$ cat src/ebracd_pkg.sv
package ebracd_pkg;

    // ==========================================================
    // sizes and field positions
    localparam int CS_COUNT = 4;
    localparam int RCV_SLOTS = 5;
    localparam logic [2:0] RCV_OTHER_SLOT = 3'h4;
    localparam int BASE_SHIFT = 16;
    localparam int MASK_SHIFT_LOW = 14;
    localparam int MASK_SHIFT_HIGH = 15;
    localparam int LOW_PAIR_LIMIT = 2;
    localparam logic [1:0] RCV_MAX = 2'h2;
    localparam logic [1:0] RCV_NONE = 2'h0;
    localparam logic [1:0] RCV_LAST = 2'h1;

    // ==========================================================
    // reset values
    localparam logic [3:0] CS_IDLE_N = 4'hf;
    localparam logic [1:0] SYNC_IDLE = 2'h3;

    // ==========================================================
    // bus cycle sequencer, gray along idle-addr-strobe-finish-dummy
    typedef enum logic [2:0] {
        ST_IDLE = 3'h0,
        ST_ADDR = 3'h1,
        ST_STROBE = 3'h3,
        ST_FINISH = 3'h2,
        ST_DUMMY = 3'h6,
        ST_GRANT = 3'h7,
        ST_REDRIVE = 3'h5
    } ebracd_state_type;

    // one chip-select range: base gives a31..a16, mask picks block size
    typedef struct packed {
        logic [15:0] base;
        logic [15:0] mask;
    } ebracd_range_type;

    // whole state of the bus sequencer
    typedef struct packed {
        ebracd_state_type state;
        logic [1:0] dummy_left;
        logic started;
        logic mid;
        logic last;
        logic write;
        logic [31:0] addr;
        logic [15:0] wdata;
        logic [15:0] rdata;
        logic [3:0] cs_n;
        logic [1:0] rcv;
        logic rd_n;
        logic wr_n;
        logic addr_oe;
        logic data_oe;
        logic ctrl_oe;
        logic grant_n;
        logic done;
    } ebracd_bus_state_type;

endpackage : ebracd_pkg
$ cat src/ebracd_cs_decode.sv
`timescale 1ns/1ns

module ebracd_cs_decode (
    // physical address of the cycle about to start
    input wire logic [31:0] addr,
    // programmed ranges
    input wire ebracd_pkg::ebracd_range_type [3:0] ranges,
    // one-hot select, hit flag and index
    output logic [3:0] sel,
    output logic hit,
    output logic [1:0] idx
);
    import ebracd_pkg::*;

    logic [3:0] match;

    // ==========================================================
    // per-range compare on unmasked bits only
    for (genvar i = 0; i < CS_COUNT; i++) begin : g_range
        localparam int SH = (i < LOW_PAIR_LIMIT) ? MASK_SHIFT_LOW
                                                 : MASK_SHIFT_HIGH;
        logic [31:0] cmp;
        logic [31:0] base_full;
        // bits below the lowest maskable bit lie inside the block
        assign cmp = ~({16'h0, ranges[i].mask} << SH)
                     & ~((32'h1 << SH) - 32'h1);
        assign base_full = {ranges[i].base, 16'h0};
        assign match[i] = ((addr ^ base_full) & cmp) == 32'h0;
    end

    // lowest index wins so overlaps never drive two selects
    always_comb begin
        sel = match & (~match + 4'h1);
        hit = |match;
        idx = 2'h0;
        for (int i = CS_COUNT - 1; i >= 0; i--) begin
            if (match[i]) begin
                idx = 2'(i);
            end
        end
    end

endmodule : ebracd_cs_decode

$ cat src/ebracd_ext_bus.sv
`timescale 1ns/1ns

module ebracd_ext_bus (
    // clock and reset
    input wire logic REF_CLK,
    input wire logic RESET,
    // internal external-access request, held until done
    input wire logic REQ_VALID,
    input wire logic [31:0] REQ_ADDR,
    input wire logic REQ_WRITE,
    input wire logic REQ_LAST,
    input wire logic [15:0] REQ_WDATA,
    output logic RSP_DONE,
    output logic [15:0] RSP_RDATA,
    // configuration
    input wire ebracd_pkg::ebracd_range_type [3:0] RANGE_BASE_MASK,
    input wire logic [4:0][1:0] RECOVERY_CYCLES,
    // external memory bus
    output logic [31:0] ADDR_OUT,
    output logic ADDR_OE,
    output logic [15:0] DATA_OUT,
    output logic DATA_OE,
    input wire logic [15:0] DATA_IN,
    output logic RD_N,
    output logic WR_N,
    output logic CTRL_OE,
    input wire logic WAIT_N,
    output logic CHIP_SELECT_0_N,
    output logic CHIP_SELECT_1_N,
    output logic CHIP_SELECT_2_N,
    output logic CHIP_SELECT_3_N,
    // arbitration with an outside master
    input wire logic EXT_MASTER_REQUEST_N,
    output logic EXT_MASTER_GRANT_N
);
    import ebracd_pkg::*;

    ebracd_bus_state_type cur;
    ebracd_bus_state_type next_cur;
    logic [1:0] pins;
    logic req_on;
    logic wait_on;
    logic [3:0] sel;
    logic hit;
    logic [1:0] idx;
    logic [2:0] slot;
    logic [1:0] rcv_raw;

    // ==========================================================
    // pin synchronisers for request and wait
    ebracd_pin_sync #(
        .WIDTH(2),
        .IDLE_VALUE(SYNC_IDLE)
    ) u_sync (
        .clk(REF_CLK),
        .reset(RESET),
        .pin({EXT_MASTER_REQUEST_N, WAIT_N}),
        .level(pins)
    );

    assign req_on = ~pins[1];
    assign wait_on = ~pins[0];

    // ==========================================================
    // decode of the address presented by the requester
    ebracd_cs_decode u_decode (
        .addr(REQ_ADDR),
        .ranges(RANGE_BASE_MASK),
        .sel(sel),
        .hit(hit),
        .idx(idx)
    );

    // addresses outside every range use the spare recovery slot
    assign slot = hit ? {1'b0, idx} : RCV_OTHER_SLOT;
    assign rcv_raw = RECOVERY_CYCLES[slot];

    // ==========================================================
    // bus sequencer; only external accesses reach this block, so
    // internal ram, rom and registers stay free while granted
    always_comb begin
        next_cur = cur;
        next_cur.done = 1'b0;
        case (cur.state)
            ST_IDLE: begin
                // an idle bus is a cycle boundary; a cycle started
                // during the dummies runs before any grant
                if (req_on && !cur.mid && !cur.started) begin
                    next_cur.state = ST_GRANT;
                end else if (cur.started || (REQ_VALID && !cur.done)) begin
                    next_cur.state = ST_ADDR;
                end
            end
            ST_ADDR: begin
                next_cur.state = ST_STROBE;
                next_cur.rd_n = cur.write;
                next_cur.wr_n = !cur.write;
                next_cur.data_oe = cur.write;
            end
            ST_STROBE: begin
                // stretch while the memory holds wait low
                if (!wait_on) begin
                    next_cur.state = ST_FINISH;
                    next_cur.rdata = DATA_IN;
                end
            end
            ST_FINISH: begin
                next_cur.rd_n = 1'b1;
                next_cur.wr_n = 1'b1;
                next_cur.data_oe = 1'b0;
                next_cur.cs_n = CS_IDLE_N;
                next_cur.done = 1'b1;
                next_cur.mid = !cur.last;
                next_cur.started = 1'b0;
                // request sampled at the end of the last cycle of a transfer
                if (req_on && cur.last) begin
                    next_cur.state = ST_GRANT;
                end else if (!cur.write && cur.rcv != RCV_NONE) begin
                    next_cur.state = ST_DUMMY;
                    next_cur.dummy_left = cur.rcv;
                end else begin
                    next_cur.state = ST_IDLE;
                end
            end
            ST_DUMMY: begin
                // the done cycle is the usual turnaround, so dummies
                // are counted after it; otherwise they would add nothing
                if (!cur.done) begin
                    // a request seen here has started internally already
                    if (REQ_VALID) begin
                        next_cur.started = 1'b1;
                    end
                    next_cur.dummy_left = cur.dummy_left - 2'h1;
                    if (cur.dummy_left == RCV_LAST) begin
                        next_cur.state = ST_IDLE;
                    end
                end
            end
            ST_GRANT: begin
                // internal requests wait here until the master leaves
                if (!req_on) begin
                    next_cur.state = ST_REDRIVE;
                    next_cur.grant_n = 1'b1;
                end
            end
            ST_REDRIVE: begin
                // own drivers back on before our next cycle
                next_cur.state = ST_IDLE;
                next_cur.addr_oe = 1'b1;
                next_cur.ctrl_oe = 1'b1;
            end
            default: begin
                next_cur.state = ST_IDLE;
            end
        endcase

        // launch of a cycle: decode on every cycle, physical address
        if (next_cur.state == ST_ADDR && cur.state != ST_ADDR) begin
            next_cur.addr = REQ_ADDR;
            next_cur.write = REQ_WRITE;
            next_cur.wdata = REQ_WDATA;
            next_cur.last = REQ_LAST;
            next_cur.cs_n = ~sel;
            next_cur.rcv = (rcv_raw > RCV_MAX) ? RCV_MAX : rcv_raw;
        end

        // grant and floating share one edge
        if (next_cur.state == ST_GRANT && cur.state != ST_GRANT) begin
            next_cur.grant_n = 1'b0;
            next_cur.addr_oe = 1'b0;
            next_cur.data_oe = 1'b0;
            next_cur.ctrl_oe = 1'b0;
            next_cur.cs_n = CS_IDLE_N;
        end
    end

    // register the copy
    always_ff @(posedge REF_CLK) begin
        if (RESET) begin
            cur <= '{state: ST_IDLE, dummy_left: RCV_NONE,
                     rcv: RCV_NONE, cs_n: CS_IDLE_N, rd_n: 1'b1,
                     wr_n: 1'b1, addr_oe: 1'b1, ctrl_oe: 1'b1,
                     grant_n: 1'b1, default: '0};
        end else begin
            cur <= next_cur;
        end
    end

    // ==========================================================
    // outputs, each straight from the state flops
    assign RSP_DONE = cur.done;
    assign RSP_RDATA = cur.rdata;
    assign ADDR_OUT = cur.addr;
    assign ADDR_OE = cur.addr_oe;
    assign DATA_OUT = cur.wdata;
    assign DATA_OE = cur.data_oe;
    assign RD_N = cur.rd_n;
    assign WR_N = cur.wr_n;
    assign CTRL_OE = cur.ctrl_oe;
    assign CHIP_SELECT_0_N = cur.cs_n[0];
    assign CHIP_SELECT_1_N = cur.cs_n[1];
    assign CHIP_SELECT_2_N = cur.cs_n[2];
    assign CHIP_SELECT_3_N = cur.cs_n[3];
    assign EXT_MASTER_GRANT_N = cur.grant_n;
endmodule : ebracd_ext_bus

$ cat src/ebracd_pin_sync.sv
`timescale 1ns/1ns

module ebracd_pin_sync #(
    parameter int WIDTH = 2,
    parameter logic [WIDTH-1:0] IDLE_VALUE = '1
) (
    // clock and reset
    input wire logic clk,
    input wire logic reset,
    // pins and their filtered level
    input wire logic [WIDTH-1:0] pin,
    output logic [WIDTH-1:0] level
);

    // ==========================================================
    // three stages; the first feeds only the second
    typedef struct packed {
        logic [WIDTH-1:0] s1;
        logic [WIDTH-1:0] s2;
        logic [WIDTH-1:0] s3;
        logic [WIDTH-1:0] level;
    } ebracd_sync_type;

    ebracd_sync_type cur;
    ebracd_sync_type next_cur;

    // a change counts only once stages two and three agree
    always_comb begin
        next_cur = cur;
        next_cur.s1 = pin;
        next_cur.s2 = cur.s1;
        next_cur.s3 = cur.s2;
        for (int i = 0; i < WIDTH; i++) begin
            if (cur.s2[i] == cur.s3[i]) begin
                next_cur.level[i] = cur.s3[i];
            end
        end
    end

    // register the copy
    always_ff @(posedge clk) begin
        if (reset) begin
            cur <= {IDLE_VALUE, IDLE_VALUE, IDLE_VALUE, IDLE_VALUE};
        end else begin
            cur <= next_cur;
        end
    end

    assign level = cur.level;

endmodule : ebracd_pin_sync

$ cat config.mk
export PLATFORM = sky130hd
export DESIGN_NAME = ebracd_ext_bus
export DESIGN_NICKNAME = d
export VERILOG_FILES = /design/src/ebracd_pkg.sv /design/src/ebracd_cs_decode.sv /design/src/ebracd_ext_bus.sv /design/src/ebracd_pin_sync.sv
export SDC_FILE = /design/constraint.sdc
export NUM_CORES = 1
export LEC_CHECK = 0
export ABC_AREA = 0
export BUFFER_PORTS_ARGS = -buffer_cell sky130_fd_sc_hd__buf_2
export CAP_MARGIN = 25
export CORE_ASPECT_RATIO = 0.6
export CORE_MARGIN = 2
export CORE_UTILIZATION = 45
export DETAILED_ROUTE_END_ITERATION = 10
export MAX_ROUTING_LAYER = met4
export PLACE_DENSITY = 0.82
export SLEW_MARGIN = 20
export SYNTH_ARGS = -nofsm -noshare
export SYNTH_HDL_FRONTEND = slang
export SYNTH_SLANG_ARGS = --single-unit
$ cat constraint.sdc
create_clock -name REF_CLK -period 2.1 [get_ports REF_CLK]
set_input_delay 0.42 -clock REF_CLK [delete_from_list [all_inputs] [get_ports REF_CLK]]
set_output_delay 0.42 -clock REF_CLK [all_outputs]
set_load 0.02 [all_outputs]
==> qor.yml <==
critical_path:
  r2r-start: "RSP_DONE"
  crit_start: "REQ_ADDR[23]"
  critPathKind: "input pin to register"
  reg2reg_to: "CHIP_SELECT_2_N"
  crit_path_end_kind: "register"
  arrival_ps: 2310
  regToRegSetupSlack_ps: 130
  rr_worst_depth: 6
  path_cells: "buf_2, xnor2_1, o22ai_1, nor4_1, buf_4, nand2_1, a31oi_1, o221ai_2, a221oi_2"
  slowest_delay_ps: 490
  critPathLaunchType: "input pin"
  worstPathMaxFanout: 5
  cp_slowest_cell: "nor4_1"
  crit_required_ps: 2350
  cp-endpoint: "cur[7]"
yosys:
  netlist_top_cells_area: "dfxtp_1 37%, xnor2_1 11%, nand2_1 11%"
  syn_avg_cell_area_um2: 7.92
  yosys.area.top_type_share: 0.372
  synth_area_um2: 5000
  syn_nets: 841
  ys_ff_latch: 93
  netlist_instances: 631
  synth-seq-area-share: 0.372
  yosysUniqueCellTypes: 45
  synth_ff_type: "dfxtp_1"
  synth-async-reset-ratio: 0
  ys_warn_count: 0
  yosysTopAreaCell: "dfxtp_1"
  synth_edf_count: 0
final_layout:
  nets: 1057
  fin_cells: 991
  synthToLayoutAreaGrowth_pct: 28.1
  layout_commonest_cell: "buf_2"
  antenna_cells: 0
  drive_gt1_frac: 0.405
  final_cell_mix: "283 x buf_2, 144 x nand2_1, 93 x dfxtp_1, 77 x a21oi_1, 63 x xnor2_1"
global_route:
  use_met3: 0.111
  track_usage: 0.276
  grt_pass1_wl_mm: 24.7
  grt_max_degree: 46
  grt_pass1_vias: 4551
  grt.busiest_layer: "met2"
  antenna_found_initial: 0
  use_met2: 0.382
  grt_overflow: 0
  grt_use_met1: 0.381
floorplanning:
  die_area_um2: 12000
  fp.dieW_um: 140
  start_util: 0.467
  core_region_area_um2: 10700
  die_h_um: 85.6
  io_pins: 284
  rows: 29
clocking:
  clkTransAtPathRegs_ps: 70
  root_buffer: "clkbuf_16"
  cts_made_buffers: 9
  clock_sinks: 93
  holdBufCountCts: 0
  htreeDepth: 3
  cts.path.max_buffers: 2
  post_cts_buffers: 0
  cts-resized-gates: 0
  clk-insertion-delay-late_ps: 340
  cts_tree: "yes"
sta:
  finalSetupTns_ps: 0
  finalSetupViolations: 0
  maxSlewViolCount: 0
  fin_crit_sh: 0.982
  max_freq_mhz: 485
  fin_ws_ps: 38.2
  hold_violations: 0
  rsz0062_at_grt: "false"
  max_slew_margin: 0.521
  finalCriticalPeriod_ps: 2060
  worst_slew_pin_slew_ps: 717
  fin_skew_ps: 9.35
pwr:
  power.switching_uw: 1360
  leakage_uw: 0.00292
  peakVddDrop_v: 0.000612
  switching_share: 0.300
  p_int_uw: 3170
  p_clk_frac: 0.324
  combPwrFrac: 0.247
  pwr-share-seq: 0.429
  powerDensity_nw_per_um2: 707
placement:
  portBuffers: 283
  placed_cells: 975
  dp_hpwl_mm: 13.3
  pre_cts_slack_ps: -237
  gp_congestion: 1.07
drt:
  via_per_inst: 5.01
  post_drt_wl_per_cell_um: 16.3
  drc: 15
  vias: 4966
  finalWirelength_mm: 16.2
  drt_iter0_drc: 332
  drt_first_pass_iters: 11
  ant_nets: 0
flow_run:
  maxCapViolations: 0
min_path:
  min_path_type: "input pin to register"
status:
  violations: "design-rule violations"
  status: "complete, but fails checks"
[power groups by stage]
stage                     Combinational [µW]  Clock [µW]  Sequential, µW
after floorplan                          765           0            1970
after global placement                  1100           0            1970
after detailed placement                1100           0            1980
after CTS                               1110        1500            1940
after global routing                    1210        1600            1950
final                                   1120        1470            1940
[cell usage after synthesis (all sizes together), types with 6 or more instances]
cell type    n
a21oi       78
buf         88
clkbuf      21
dfxtp       93
inv          6
nand2      144
nor2        25
nor3        13
nor4        10
o21ai        9
o22ai       31
or2          7
xnor2       64
[logic make-up after synthesis]
group,share of synthesized area
flops,0.372
buf+inv,0.150
xor+xnor,0.114
mux,0.00200
fa+ha+maj,0.00250
simple gates,0.192
compound gates,0.167
[state kept, by name, summed over array words and instances, names as in the netlist, 2 cells and up]
register / count
RSP_RDATA: 16
u_sync.level: 2
u_sync.cur: 6
cur: 11
DATA_OUT: 16
ADDR_OUT: 32
[layout make-up]
class	count	area [µm²]
inverters	6	22.5
well taps	139	174
fillers	1033	4300
flip-flops and latches	93	1860
clock buffers	11	233
multi-input cells	423	2390
repair buffers	314	1690
clock inverters	5	37.5
[worst min path at each step]
stage | startpoint | to | cells past startpoint
2_1_floorplan | u_sync.cur[6] | u_sync.cur[4] | 1
4_1_cts | WAIT_N | u_sync.cur[6] | 2
3_5_place_dp | u_sync.cur[7] | u_sync.cur[5] | 1
6_report | EXT_MASTER_REQUEST_N | u_sync.cur[7] | 2
3_3_place_gp | u_sync.cur[7] | u_sync.cur[5] | 1
5_1_grt | EXT_MASTER_REQUEST_N | u_sync.cur[7] | 2
[worst max-delay path: cells and delay by family]
| family | cells | cell delay [ps] |
|---|---|---|
| buffers and inverters | 2 | 380 |
| AOI/OAI and AO/OA | 4 | 680 |
| xor gates and xnor gates | 1 | 230 |
| and+or+nand+nor | 2 | 590 |
[per-layer routing]
layer  part of all wire  wire [µm]
met5                  0          0
met2               0.41       6640
met1               0.47       7590
met3               0.11       1780
met4              0.010        163
[per-stage QoR]
step / hold WS, ps / power, µW / instance area [µm²] / utilization
after floorplan: 389 / 2730 / 5000 / -
after global placement: 392 / 3070 / 6130 / 0.573
after detailed placement: 397 / 3080 / 6130 / 0.573
after CTS: 252 / 4550 / 6400 / 0.598
after global routing: 244 / 4760 / 6400 / 0.598
final: 261 / 4520 / 6400 / 0.598
Note: power is estimated with default switching activity, not from simulation.
